[src/common/sar8_map.svh]
// Constants for the 8-bit SAR conversion control block
`ifndef SAR8_MAP_SVH
`define SAR8_MAP_SVH

`define SAR8_DATA_W 8
`define SAR8_DIV_W 5
`define SAR8_PHASE_W 4
`define SAR8_FIFO_DEPTH 32

`define SAR8_GAIN_RESET 2'h0
`define SAR8_RESULT_RESET 8'h00
`define SAR8_TRIAL_FIRST 8'h80

`define SAR8_SRC_SOFTWARE 3'h0
`define SAR8_SRC_TIMER3 3'h1
`define SAR8_SRC_STROBE 3'h2
`define SAR8_SRC_TIMER2 3'h3
`define SAR8_SRC_PARTNER_BIT 2

`define SAR8_LP_TRACK_CLOCKS 4'h3
`define SAR8_TRIAL_CLOCKS 4'h8
`define SAR8_CONV_CLOCKS 4'hA

`endif

[src/common/sar8_pkg.sv]
// Types shared by the SAR conversion control block
package sar8_pkg;

  typedef enum logic [2:0] {
    ST_IDLE = 3'b001,
    ST_TRACK = 3'b010,
    ST_CONVERT = 3'b100
  } conv_state_t;

  typedef struct packed {
    logic [2:0] channel;
    logic [1:0] gain;
    logic [7:0] data;
  } result_t;

  typedef struct packed {
    logic powered;
    logic track;
    logic [7:0] channel_onehot;
    logic [3:0] gain_onehot;
    logic [7:0] trial_code;
  } analog_ctrl_t;

endpackage : sar8_pkg

[src/core/sar8_conversion_control.sv]
// Conversion control for the 8-bit SAR converter subsystem
`timescale 1ns/1ps
`include "sar8_map.svh"
module sar8_conversion_control (
  input wire logic clk,
  input wire logic rstn,
  input wire logic converter_on,
  input wire logic low_power_track_sel,
  input wire logic [2:0] start_source_sel,
  input wire logic [4:0] clock_divide_field,
  input wire logic [1:0] gain_code,
  input wire logic [2:0] channel_select,
  input wire logic busy_write_one,
  input wire logic partner_conv_go,
  input wire logic timer3_overflow,
  input wire logic timer2_overflow,
  input wire logic ext_convert_strobe,
  input wire logic chip_standby,
  input wire logic done_flag_clear,
  input wire logic interrupt_enable,
  input wire logic sar_compare,
  output logic conv_in_progress,
  output logic conv_done_flag,
  output logic irq,
  output logic [7:0] result_byte,
  output sar8_pkg::analog_ctrl_t analog_ctrl,
  output logic sar_clk_en,
  output sar8_pkg::result_t result_data,
  output logic result_valid,
  input wire logic result_ready
);
  import sar8_pkg::*;

  ////////////////////////////////////////////////////////////////////////////
  // Local constants

  // Last phase of each stage, kept at the phase counter's width
  localparam logic [`SAR8_PHASE_W-1:0] TRACK_LAST = `SAR8_LP_TRACK_CLOCKS - 4'h1;
  localparam logic [`SAR8_PHASE_W-1:0] CONV_LAST = `SAR8_CONV_CLOCKS - 4'h1;
  localparam logic [`SAR8_DATA_W-1:0] TRIAL_FIRST = `SAR8_TRIAL_FIRST;

  ////////////////////////////////////////////////////////////////////////////
  // State

  conv_state_t state;
  conv_state_t next_state;
  logic [`SAR8_DIV_W-1:0] div_count;
  logic [`SAR8_PHASE_W-1:0] phase_count;
  logic [`SAR8_DATA_W-1:0] sar_reg;
  logic [`SAR8_DATA_W-1:0] next_sar;
  logic [2:0] held_channel;
  logic [1:0] held_gain;
  logic [1:0] gain_reg;
  logic strobe_prev;
  logic busy_prev;
  logic fifo_ready;
  result_t fifo_in;

  ////////////////////////////////////////////////////////////////////////////
  // SAR clock divider

  wire div_wrap = (div_count == clock_divide_field);
  // no SAR clock while shut down
  wire sar_tick = converter_on && div_wrap;

  // Held at zero while off, so the first tick after enable is a full period
  always_ff @(posedge clk or negedge rstn) begin
    if (!rstn) begin
      div_count <= '0;
    end else if (!converter_on || div_wrap) begin
      div_count <= '0;
    end else begin
      div_count <= div_count + 1'b1;
    end
  end

  assign sar_clk_en = sar_tick;

  ////////////////////////////////////////////////////////////////////////////
  // Start source selection

  // Inputs are synchronous, so one flop is enough for edge detection
  wire strobe_rise = ext_convert_strobe && !strobe_prev;
  // one decoded source at a time
  wire sel_software = (start_source_sel == `SAR8_SRC_SOFTWARE);
  wire sel_timer3 = (start_source_sel == `SAR8_SRC_TIMER3);
  wire sel_strobe = (start_source_sel == `SAR8_SRC_STROBE);
  wire sel_timer2 = (start_source_sel == `SAR8_SRC_TIMER2);
  wire sel_partner = start_source_sel[`SAR8_SRC_PARTNER_BIT];

  wire start_software = sel_software && busy_write_one;
  wire start_timer = (sel_timer3 && timer3_overflow) || (sel_timer2 && timer2_overflow);
  wire start_strobe = sel_strobe && strobe_rise;
  wire start_partner = sel_partner && partner_conv_go;
  wire start_event = start_software || start_timer || start_strobe || start_partner;

  // ignore starts while busy
  // A full result queue also holds off starts, so no result is ever dropped
  wire start_accept = converter_on && (state == ST_IDLE) && start_event && fifo_ready;

  // strobe in low power skips the fixed track interval
  wire skip_track = !low_power_track_sel || sel_strobe;

  ////////////////////////////////////////////////////////////////////////////
  // Sequencer

  wire track_done = sar_tick && (phase_count == TRACK_LAST);
  wire conv_finish = (state == ST_CONVERT) && sar_tick && (phase_count == CONV_LAST);

  always_comb begin
    next_state = state;
    case (state)
      ST_IDLE: begin
        if (start_accept) begin
          next_state = skip_track ? ST_CONVERT : ST_TRACK;
        end
      end
      ST_TRACK: begin
        if (track_done) begin
          next_state = ST_CONVERT;
        end
      end
      ST_CONVERT: begin
        if (conv_finish) begin
          next_state = ST_IDLE;
        end
      end
      default: begin
        next_state = ST_IDLE;
      end
    endcase
    if (!converter_on) begin
      next_state = ST_IDLE;
    end
  end

  wire state_change = (next_state != state);
  wire enter_convert = state_change && (next_state == ST_CONVERT);

  always_ff @(posedge clk or negedge rstn) begin
    if (!rstn) begin
      state <= ST_IDLE;
    end else begin
      state <= next_state;
    end
  end

  always_ff @(posedge clk or negedge rstn) begin
    if (!rstn) begin
      phase_count <= '0;
    end else if (state_change) begin
      phase_count <= '0;
    end else if (sar_tick && (state != ST_IDLE)) begin
      phase_count <= phase_count + 1'b1;
    end
  end

  ////////////////////////////////////////////////////////////////////////////
  // Successive approximation

  // Bit under trial runs from the top bit downward, one per SAR clock
  wire trial_step = (state == ST_CONVERT) && sar_tick && (phase_count < `SAR8_TRIAL_CLOCKS);
  wire [2:0] bit_idx = 3'h7 - phase_count[2:0];

  genvar i;
  generate
    for (i = 0; i < `SAR8_DATA_W; i++) begin : g_sar_bit
      wire is_trial = (bit_idx == 3'(i));
      wire is_next = (bit_idx != 3'h0) && (3'(i) == bit_idx - 3'h1);
      wire first_bit = TRIAL_FIRST[i];
      // Each trial settles its own bit and, above bit 0, raises the one below it for the next trial
      assign next_sar[i] = enter_convert ? first_bit :
                           !trial_step ? sar_reg[i] :
                           is_trial ? sar_compare :
                           is_next ? 1'b1 : sar_reg[i];
    end
  endgenerate

  always_ff @(posedge clk or negedge rstn) begin
    if (!rstn) begin
      sar_reg <= '0;
    end else begin
      sar_reg <= next_sar;
    end
  end

  ////////////////////////////////////////////////////////////////////////////
  // Configuration capture

  always_ff @(posedge clk or negedge rstn) begin
    if (!rstn) begin
      gain_reg <= `SAR8_GAIN_RESET;
    end else begin
      // One cycle behind gain_code; the value at start is the one the result reports
      // gain follows software setting
      gain_reg <= gain_code;
    end
  end

  // Channel and gain are frozen at start for the result only; the analog selects follow channel_select and gain_reg live
  always_ff @(posedge clk or negedge rstn) begin
    if (!rstn) begin
      held_channel <= '0;
      held_gain <= `SAR8_GAIN_RESET;
    end else if (start_accept) begin
      held_channel <= channel_select;
      held_gain <= gain_reg;
    end
  end

  ////////////////////////////////////////////////////////////////////////////
  // Busy, done flag and result

  always_ff @(posedge clk or negedge rstn) begin
    if (!rstn) begin
      strobe_prev <= 1'b0;
      busy_prev <= 1'b0;
    end else begin
      strobe_prev <= ext_convert_strobe;
      busy_prev <= conv_in_progress;
    end
  end

  assign conv_in_progress = (state != ST_IDLE);

  // A shutdown in mid-conversion drops busy too, so the flag is set with no new result
  // set on busy falling edge
  wire busy_fall = busy_prev && !conv_in_progress;

  always_ff @(posedge clk or negedge rstn) begin
    if (!rstn) begin
      conv_done_flag <= 1'b0;
    end else if (busy_fall) begin
      conv_done_flag <= 1'b1;
    end else if (done_flag_clear) begin
      conv_done_flag <= 1'b0;
    end
  end

  assign irq = conv_done_flag && interrupt_enable;

  always_ff @(posedge clk or negedge rstn) begin
    if (!rstn) begin
      result_byte <= `SAR8_RESULT_RESET;
    end else if (conv_finish) begin
      // Same edge as the queue push, so both carry the final code
      // result on completion
      result_byte <= sar_reg;
    end
  end

  ////////////////////////////////////////////////////////////////////////////
  // Analog controls

  wire lp_strobe_track = low_power_track_sel && sel_strobe && !ext_convert_strobe;
  wire idle_track = (state == ST_IDLE) && (!low_power_track_sel || lp_strobe_track);
  wire track_on = converter_on && !chip_standby && (idle_track || (state == ST_TRACK));

  // power gate for the analog parts
  assign analog_ctrl.powered = converter_on;
  assign analog_ctrl.track = track_on;
  assign analog_ctrl.channel_onehot = converter_on ? (8'h01 << channel_select) : 8'h00;
  assign analog_ctrl.gain_onehot = converter_on ? (4'h1 << gain_reg) : 4'h0;
  assign analog_ctrl.trial_code = sar_reg;

  ////////////////////////////////////////////////////////////////////////////
  // Result queue

  // Pushes only follow an accepted start, and starts wait for room, so none is lost
  assign fifo_in.channel = held_channel;
  assign fifo_in.gain = held_gain;
  assign fifo_in.data = sar_reg;

  sample_fifo #(
    .WIDTH($bits(result_t)),
    .DEPTH(`SAR8_FIFO_DEPTH)
  ) u_fifo (
    .clk(clk),
    .rstn(rstn),
    .in_data(fifo_in),
    .in_valid(conv_finish),
    .in_ready(fifo_ready),
    .out_data(result_data),
    .out_valid(result_valid),
    .out_ready(result_ready)
  );

endmodule : sar8_conversion_control

[src/core/sample_fifo.sv]
// Synchronous FIFO with valid and ready on both sides
`timescale 1ns/1ps
module sample_fifo #(
  parameter int WIDTH = 13,
  parameter int DEPTH = 32
) (
  input wire logic clk,
  input wire logic rstn,
  input wire logic [WIDTH-1:0] in_data,
  input wire logic in_valid,
  output logic in_ready,
  output logic [WIDTH-1:0] out_data,
  output logic out_valid,
  input wire logic out_ready
);

  localparam int AW = $clog2(DEPTH);

  logic [WIDTH-1:0] mem [DEPTH];
  logic [AW:0] wr_ptr;
  logic [AW:0] rd_ptr;
  wire push = in_valid && in_ready;
  wire pop = out_valid && out_ready;

  // Extra pointer bit tells full from empty
  assign in_ready = !((wr_ptr[AW] != rd_ptr[AW]) && (wr_ptr[AW-1:0] == rd_ptr[AW-1:0]));
  assign out_valid = (wr_ptr != rd_ptr);
  assign out_data = mem[rd_ptr[AW-1:0]];

  always_ff @(posedge clk) begin
    if (push) begin
      mem[wr_ptr[AW-1:0]] <= in_data;
    end
  end

  always_ff @(posedge clk or negedge rstn) begin
    if (!rstn) begin
      wr_ptr <= '0;
      rd_ptr <= '0;
    end else begin
      if (push) begin
        wr_ptr <= wr_ptr + 1'b1;
      end
      if (pop) begin
        rd_ptr <= rd_ptr + 1'b1;
      end
    end
  end

endmodule : sample_fifo

[config.mk]
export PLATFORM = sky130hd
export DESIGN_NAME = sar8_conversion_control
export DESIGN_NICKNAME = d
export VERILOG_FILES = /design/src/common/sar8_pkg.sv /design/src/core/sar8_conversion_control.sv /design/src/core/sample_fifo.sv
export VERILOG_INCLUDE_DIRS = /design/src /design/src/common
export SDC_FILE = /design/constraint.sdc
export NUM_CORES = 1
export LEC_CHECK = 0
export ABC_CLOCK_PERIOD_IN_PS = 2700
export BUFFER_PORTS_ARGS = -buffer_cell sky130_fd_sc_hd__buf_4
export CAP_MARGIN = 10
export CORE_AREA = 3 3 190 192
export DETAILED_ROUTE_END_ITERATION = 10
export DIE_AREA = 0 0 193 195
export PLACE_DENSITY = 0.74
export SYNTH_ARGS = -nofsm -noshare
export SYNTH_HDL_FRONTEND = slang
export SYNTH_SLANG_ARGS = --single-unit
[constraint.sdc]
create_clock -name clk -period 2.7 [get_ports clk]
set_input_delay 0.135 -clock clk [delete_from_list [all_inputs] [get_ports clk]]
set_output_delay 0.135 -clock clk [all_outputs]
set_load 0.02 [all_outputs]
# After elaboration in Yosys (flattened, before gate mapping)
# Memories as Yosys holds them, arrays and structs flattened.
# Cells that the tools add are included.
[classes] n_addsub=6 order_cmp=1 n_eq_ne=29 shift=2 mux=47 n_reduce_logical=72
[ops] operator="$mux 1" count=36
[ops] operator="$logic_and 1x1->1" count=34
[ops] operator="$reduce_bool 3->1" count=9
[ops] operator="$eq 3x3->1 const B" count=6
[ops] operator="$reduce_and 2->1" count=8
[ops] operator="$eq 3x2->1 const B" count=5
[ops] operator="$mux 3" count=5
[ops] operator="$add 6x1->6 const B" count=2
[ops] operator="$eq 3x3->1 const A" count=4
[ops] operator="$mux 4" count=3
[ops] operator="$eq 5x5->1" count=2
[ops] operator="$eq 3x1->1 const B" count=3
[ops] operator="$logic_not 3->1" count=3
[ops] operator="$pmux 3 s3" count=1
[ops] operator="$logic_or 1x1->1" count=8
[ops] operator="$mux 8" count=1
[ops] operator="$shl 1x3->8 const A" count=1
[ops] operator="$logic_not 1->1" count=7
[ops] operator="$eq 2x3->1 const A" count=2
[ops] operator="$ne 6x6->1" count=1
[ops] operator="$reduce_bool 2->1" count=3
[ops] operator="$add 5x1->5 const B" count=1
[ops] operator="$mux 5" count=1
[ops] operator="$add 4x1->4 const B" count=1
[ops] operator="10 further kinds" count=10
[totals] reg_bits=50 ramBits=416 input_bits=27 output_inout_bits=48 wordCells=178 memories=1
[memory_table] name="u_fifo.mem" words=32 word_bits=13 rd=1 rd_clocked_by_memory_dff=0 write_ports=1 line="sample_fifo.sv:19" text="logic [WIDTH-1:0] mem [DEPTH];"

# Depth between registers and ports, before layout
[logic_depth] ltp_word=15 depth_mapped=8 ltp_nobuf=7

# Modules after synthesis
# A second synthesis with hierarchy kept.
[hier_totals] hier_cells=1208 area_unflattened_um2=19187.2
[modules_own_cells] mod="sample_fifo" instances=1 cells_each=1000 area_per_inst_um2=17031.3
[modules_own_cells] mod="sar8_conversion_control" instances=1 cells_each=208 area_per_inst_um2=2155.8

# Least setup slack after synthesis
# No wires, ideal clock.
[synth_path] path_kind="register to register" start="register phase_count[1]" end="memory u_fifo.mem[28][0] (enable)" setup_ns=0.382 arrival_time_ns=2.490 required_ns=2.318 path_slack_ns=-0.173 path_stages_with_launch=9 n_path_buf=1 period_less_slack_ns=2.873 path_cell_list="dfrtp_1 inv_1 ha_1 nor2b_1 nand2_1 nor4_1 buf_2 nand3_1 nor2_1"
[synth_via] elab_chain_cells=5
[synth_lines] item="start, declared" line="sar8_conversion_control.sv:48" text="logic [`SAR8_PHASE_W-1:0] phase_count;"
[synth_lines] item="start signal, assigned" line="sar8_conversion_control.sv:154" text="phase_count <= phase_count + 1'b1;"
[synth_lines] item="$eq 4x4->1" line="sar8_conversion_control.sv:108" text="wire conv_finish = (state == ST_CONVERT) && sar_tick && (phase_count == CONV_LAST);"
[synth_lines] item="$logic_and 1x1->1" line="sar8_conversion_control.sv:108"
[synth_lines] item="$logic_and 1x1->1" line="sample_fifo.sv:22" text="wire push = in_valid && in_ready;"
[synth_lines] item="$mux 1" line="sample_fifo.sv:31" text="if (push) begin"
[synth_lines] item="$mux 1 (not written as such)" line="sample_fifo.sv:32" text="mem[wr_ptr[AW-1:0]] <= in_data;"
[synth_lines] item="end, declared" line="sample_fifo.sv:19"
# No other way between the ends.

==> run metrics <==
status=finished with violations; violated checks=negative setup slack; IO Pins=75; relative slew slack=a little under a third; fmax=roughly 340 MHz; critical path's top delay family=simple AND/OR/NAND/NOR gates; core box area=between 0.03 and 0.04 mm^2; Slew Limit Fails=0; Synth Flop Type=edfxtp_1; DIE AREA=between 0.03 and 0.04 mm^2; HP Class=in -> reg; LEAKAGE=around 7.8 nW; met2 WL post-DR=about 22000 um; Die W=roughly 190 um; cell type with the largest total area after synthesis=edfxtp_1; sequential share of power=~39%; Max Used Layer=met4; Yosys cell types=52; final net count=1286; final WL=44100 um; Switching Fraction=between 20 and 30%; Vias=10597; crit-path most repeated cell=buf_12; largest net degree at the start of global routing=~50; clock skew=between 0.015 and 0.02 ns; Syn Nets=1100; max_cap viols=0; wire length on met1=about 17000 um; Tmin final=a little under 3 ns; Worst setup EP type=output port; Worst Path Class, Setup=reg -> out; CTS tree=yes; via density per instance=6.10; CP bufs+invs=3; max incr delay on CP=roughly 0.54 ns; GRT Resource Usage Total=23.9%; Data required, critical path=about 2.6 ns; unrepaired setup endpoints after global routing=yes; filler cell count=roughly 2200; Largest register FFs=roughly 420; cts bufs inserted=between 40 and 50; Port Buffers=74; initial antenna violation count=1; Yosys top cell area share=between 60% and 70%; Post-Place Worst Slack=roughly 0.05 ns; VDD IR max=around 0.00058 V; Sw Pwr=6.25 mW; crit path max-delay cell type=mux4_2; Pre-Repair DR Iteration Count=5; vias in the first global route=about 11000; clock latency on the worst-skew pair=0.54 ns; Die Y=195 um; combinational fraction of design power=a little under a third; Placer Congestion=between 0.8 and 0.9; row count=68; crit-path max FO=6; Final Power=about 21 mW; fin crit share=110%; share of layout cells above drive strength 1=34.4%; Routed Antenna Nets=0; Detail Route met3 WL=approximately 3600 um; Final WS setup=-0.277 ns; Max H-tree Level=2; first-pass GRT wire length=a little under 70000 um; # DRC=0; Syn Std Cell Area=0.0189 mm^2; crit path DAT=about 2.8 ns; DR WL/cell=between 20 and 30 um; Synth Register Bits=between 400 and 500; grt total ovfl=0; Initial Util=a little over half; area grow syn2layout=22.6%; Max Root-Sink Buffers=3; Clock Sinks=466; post-DP HPWL=26400 um; Mean Syn Cell Area=about 18 um^2; final hold violation count=0; Clock Tree Root=clkbuf_16; Antenna diodes=0; Syn. warnings=0; CTS clk-pin slew, worst paths=0.06 ns; P per Cell Area=about 900 mW/mm^2; Finish-stage setup viols=13; critical path startpoint category=flip-flop; clock power share=around 30%; slew at the pin closest to its max-slew limit=1.02 ns; Int Pwr=between 15 and 20 mW; Mapped Cells=roughly 1100; First DRT Iteration DRCs=1077; ys async rst share=between 10% and 20%; Area contributors post-synth=edfxtp_1 66%, mux4_2 9.3%, dfrtp_1 6.5%; sequential area share after synthesis=between 70 and 80%; Post-synth EDFFs=around 420; CP Cell Sequence=buf_12, buf_12, mux4_2, nor2b_4, a211oi_4, a211oi_2, or3_1, buf_6
==> power by group through the flow <==
stage          Combinational, mW  Clock [mW]  Sequential [mW]
2_1_floorplan               3.18           0             8.36
5_1_grt                     7.03        6.85             8.23
4_1_cts                     6.33        6.52             8.21
6_report                    6.70        6.44             8.22
3_3_place_gp                4.98           0             8.39
3_5_place_dp                5.02           0             8.41
==> cell families after synthesis <==
kind of cell | after synthesis | share of synthesized area (%)
multiplexers | 139 | 12.8
XOR/XNOR | 28 | 1.34
AND/OR/NAND/NOR | 242 | 6.66
flip-flops | 466 | 72.9
AO/OA/AOI/OAI | 103 | 3.93
buffers and inverters | 69 | 1.54
adder cells (fa/ha/maj) | 13 | 0.863
==> worst paths after layout <==
path                       slack, ns  cells after the start               end              from
setup / recovery               -0.28                      8   result_data[10]  u_fifo.rd_ptr[0]
hold / removal                  0.07                      5  u_fifo.rd_ptr[3]      result_ready
setup reg to reg                0.08                      7        sar_reg[2]  u_fifo.rd_ptr[0]
hold reg to reg                 0.47                      2    conv_done_flag         busy_prev
max in group asynchronous       2.00                      2  u_fifo.rd_ptr[1]              rstn
min in group asynchronous       0.19                      2       strobe_prev              rstn
==> stage by stage <==
step | hold WS [ns] | TNS (ns) | cells | area [um^2] | utilization [%]
after floorplan | -0.161 | -37.59 | 1060 | 18900 | -
after global placement | 0.204 | 0 | 1624 | 20600 | 59.7
after detailed placement | 0.211 | 0 | 1624 | 20600 | 59.7
after CTS | 0.0639 | -2.82 | 1730 | 22900 | 66.3
after global routing | 0.0838 | -3.93 | 1737 | 23100 | 66.9
final | 0.0712 | -2.87 | 1737 | 23100 | 66.9
==> final cells by class <==
class	instances	area, um^2	area share [%]
clock buffers	65	1280	5.55
clock inverters	19	246	1.07
inverters	13	48.8	0.211
multi-input cells	525	5260	22.7
flip-flops and latches	466	13800	59.5
well taps	455	569	2.46
repair buffers	194	1950	8.45
==> timing repair <==
item,4_1_cts,5_1_grt
hold buffers,10,0
resized for setup,87,16
hold endpoints to repair,58,0
setup endpoints to repair,13,430
gates cloned,5,3
buffers inserted,7,4
pin swaps,35,4
==> routing by layer <==
layer,GRT usage [%],vias up
li1,-,4578
met1,33.0,5396
met2,39.1,523
met3,4.45,100
met4,7.55,0
met5,0,-
==> Yosys cell counts, types with 16 or more instances <==
cell,instances
mux2_2,33
a211oi_1,56
buf_2,19
mux2i_1,28
clkbuf_1,29
nor2_1,71
edfxtp_1,416
mux4_2,78
nor4_1,16
nand2_1,42
dfrtp_1,49
nor2b_1,43
==> worst register-to-register path: stages, from the launching register on <==
cell	delay (ns)
dfrtp_4	0.51
bufbuf_16	0.29
buf_4	0.15
xor2_1	0.15
nor2_1	0.11
and3b_1	0.22
o31ai_1	0.86
a311oi_1	0.16
==> layout by cell type, fill, tap and decap left out, types with 14 or more instances in the layout <==
master       n
a211oi_1    31
nor2_1      64
mux2i_1     16
buf_4      145
dfrtp_1     46
clkbuf_1    14
xnor2_1     15
mux4_2      78
mux2_2      33
o22ai_1     15
nand2_1     42
nor2b_1     33
edfxtp_1   416
buf_12      14
clkbuf_16   50
a211oi_2    22
(Power assumes the default switching activity.)
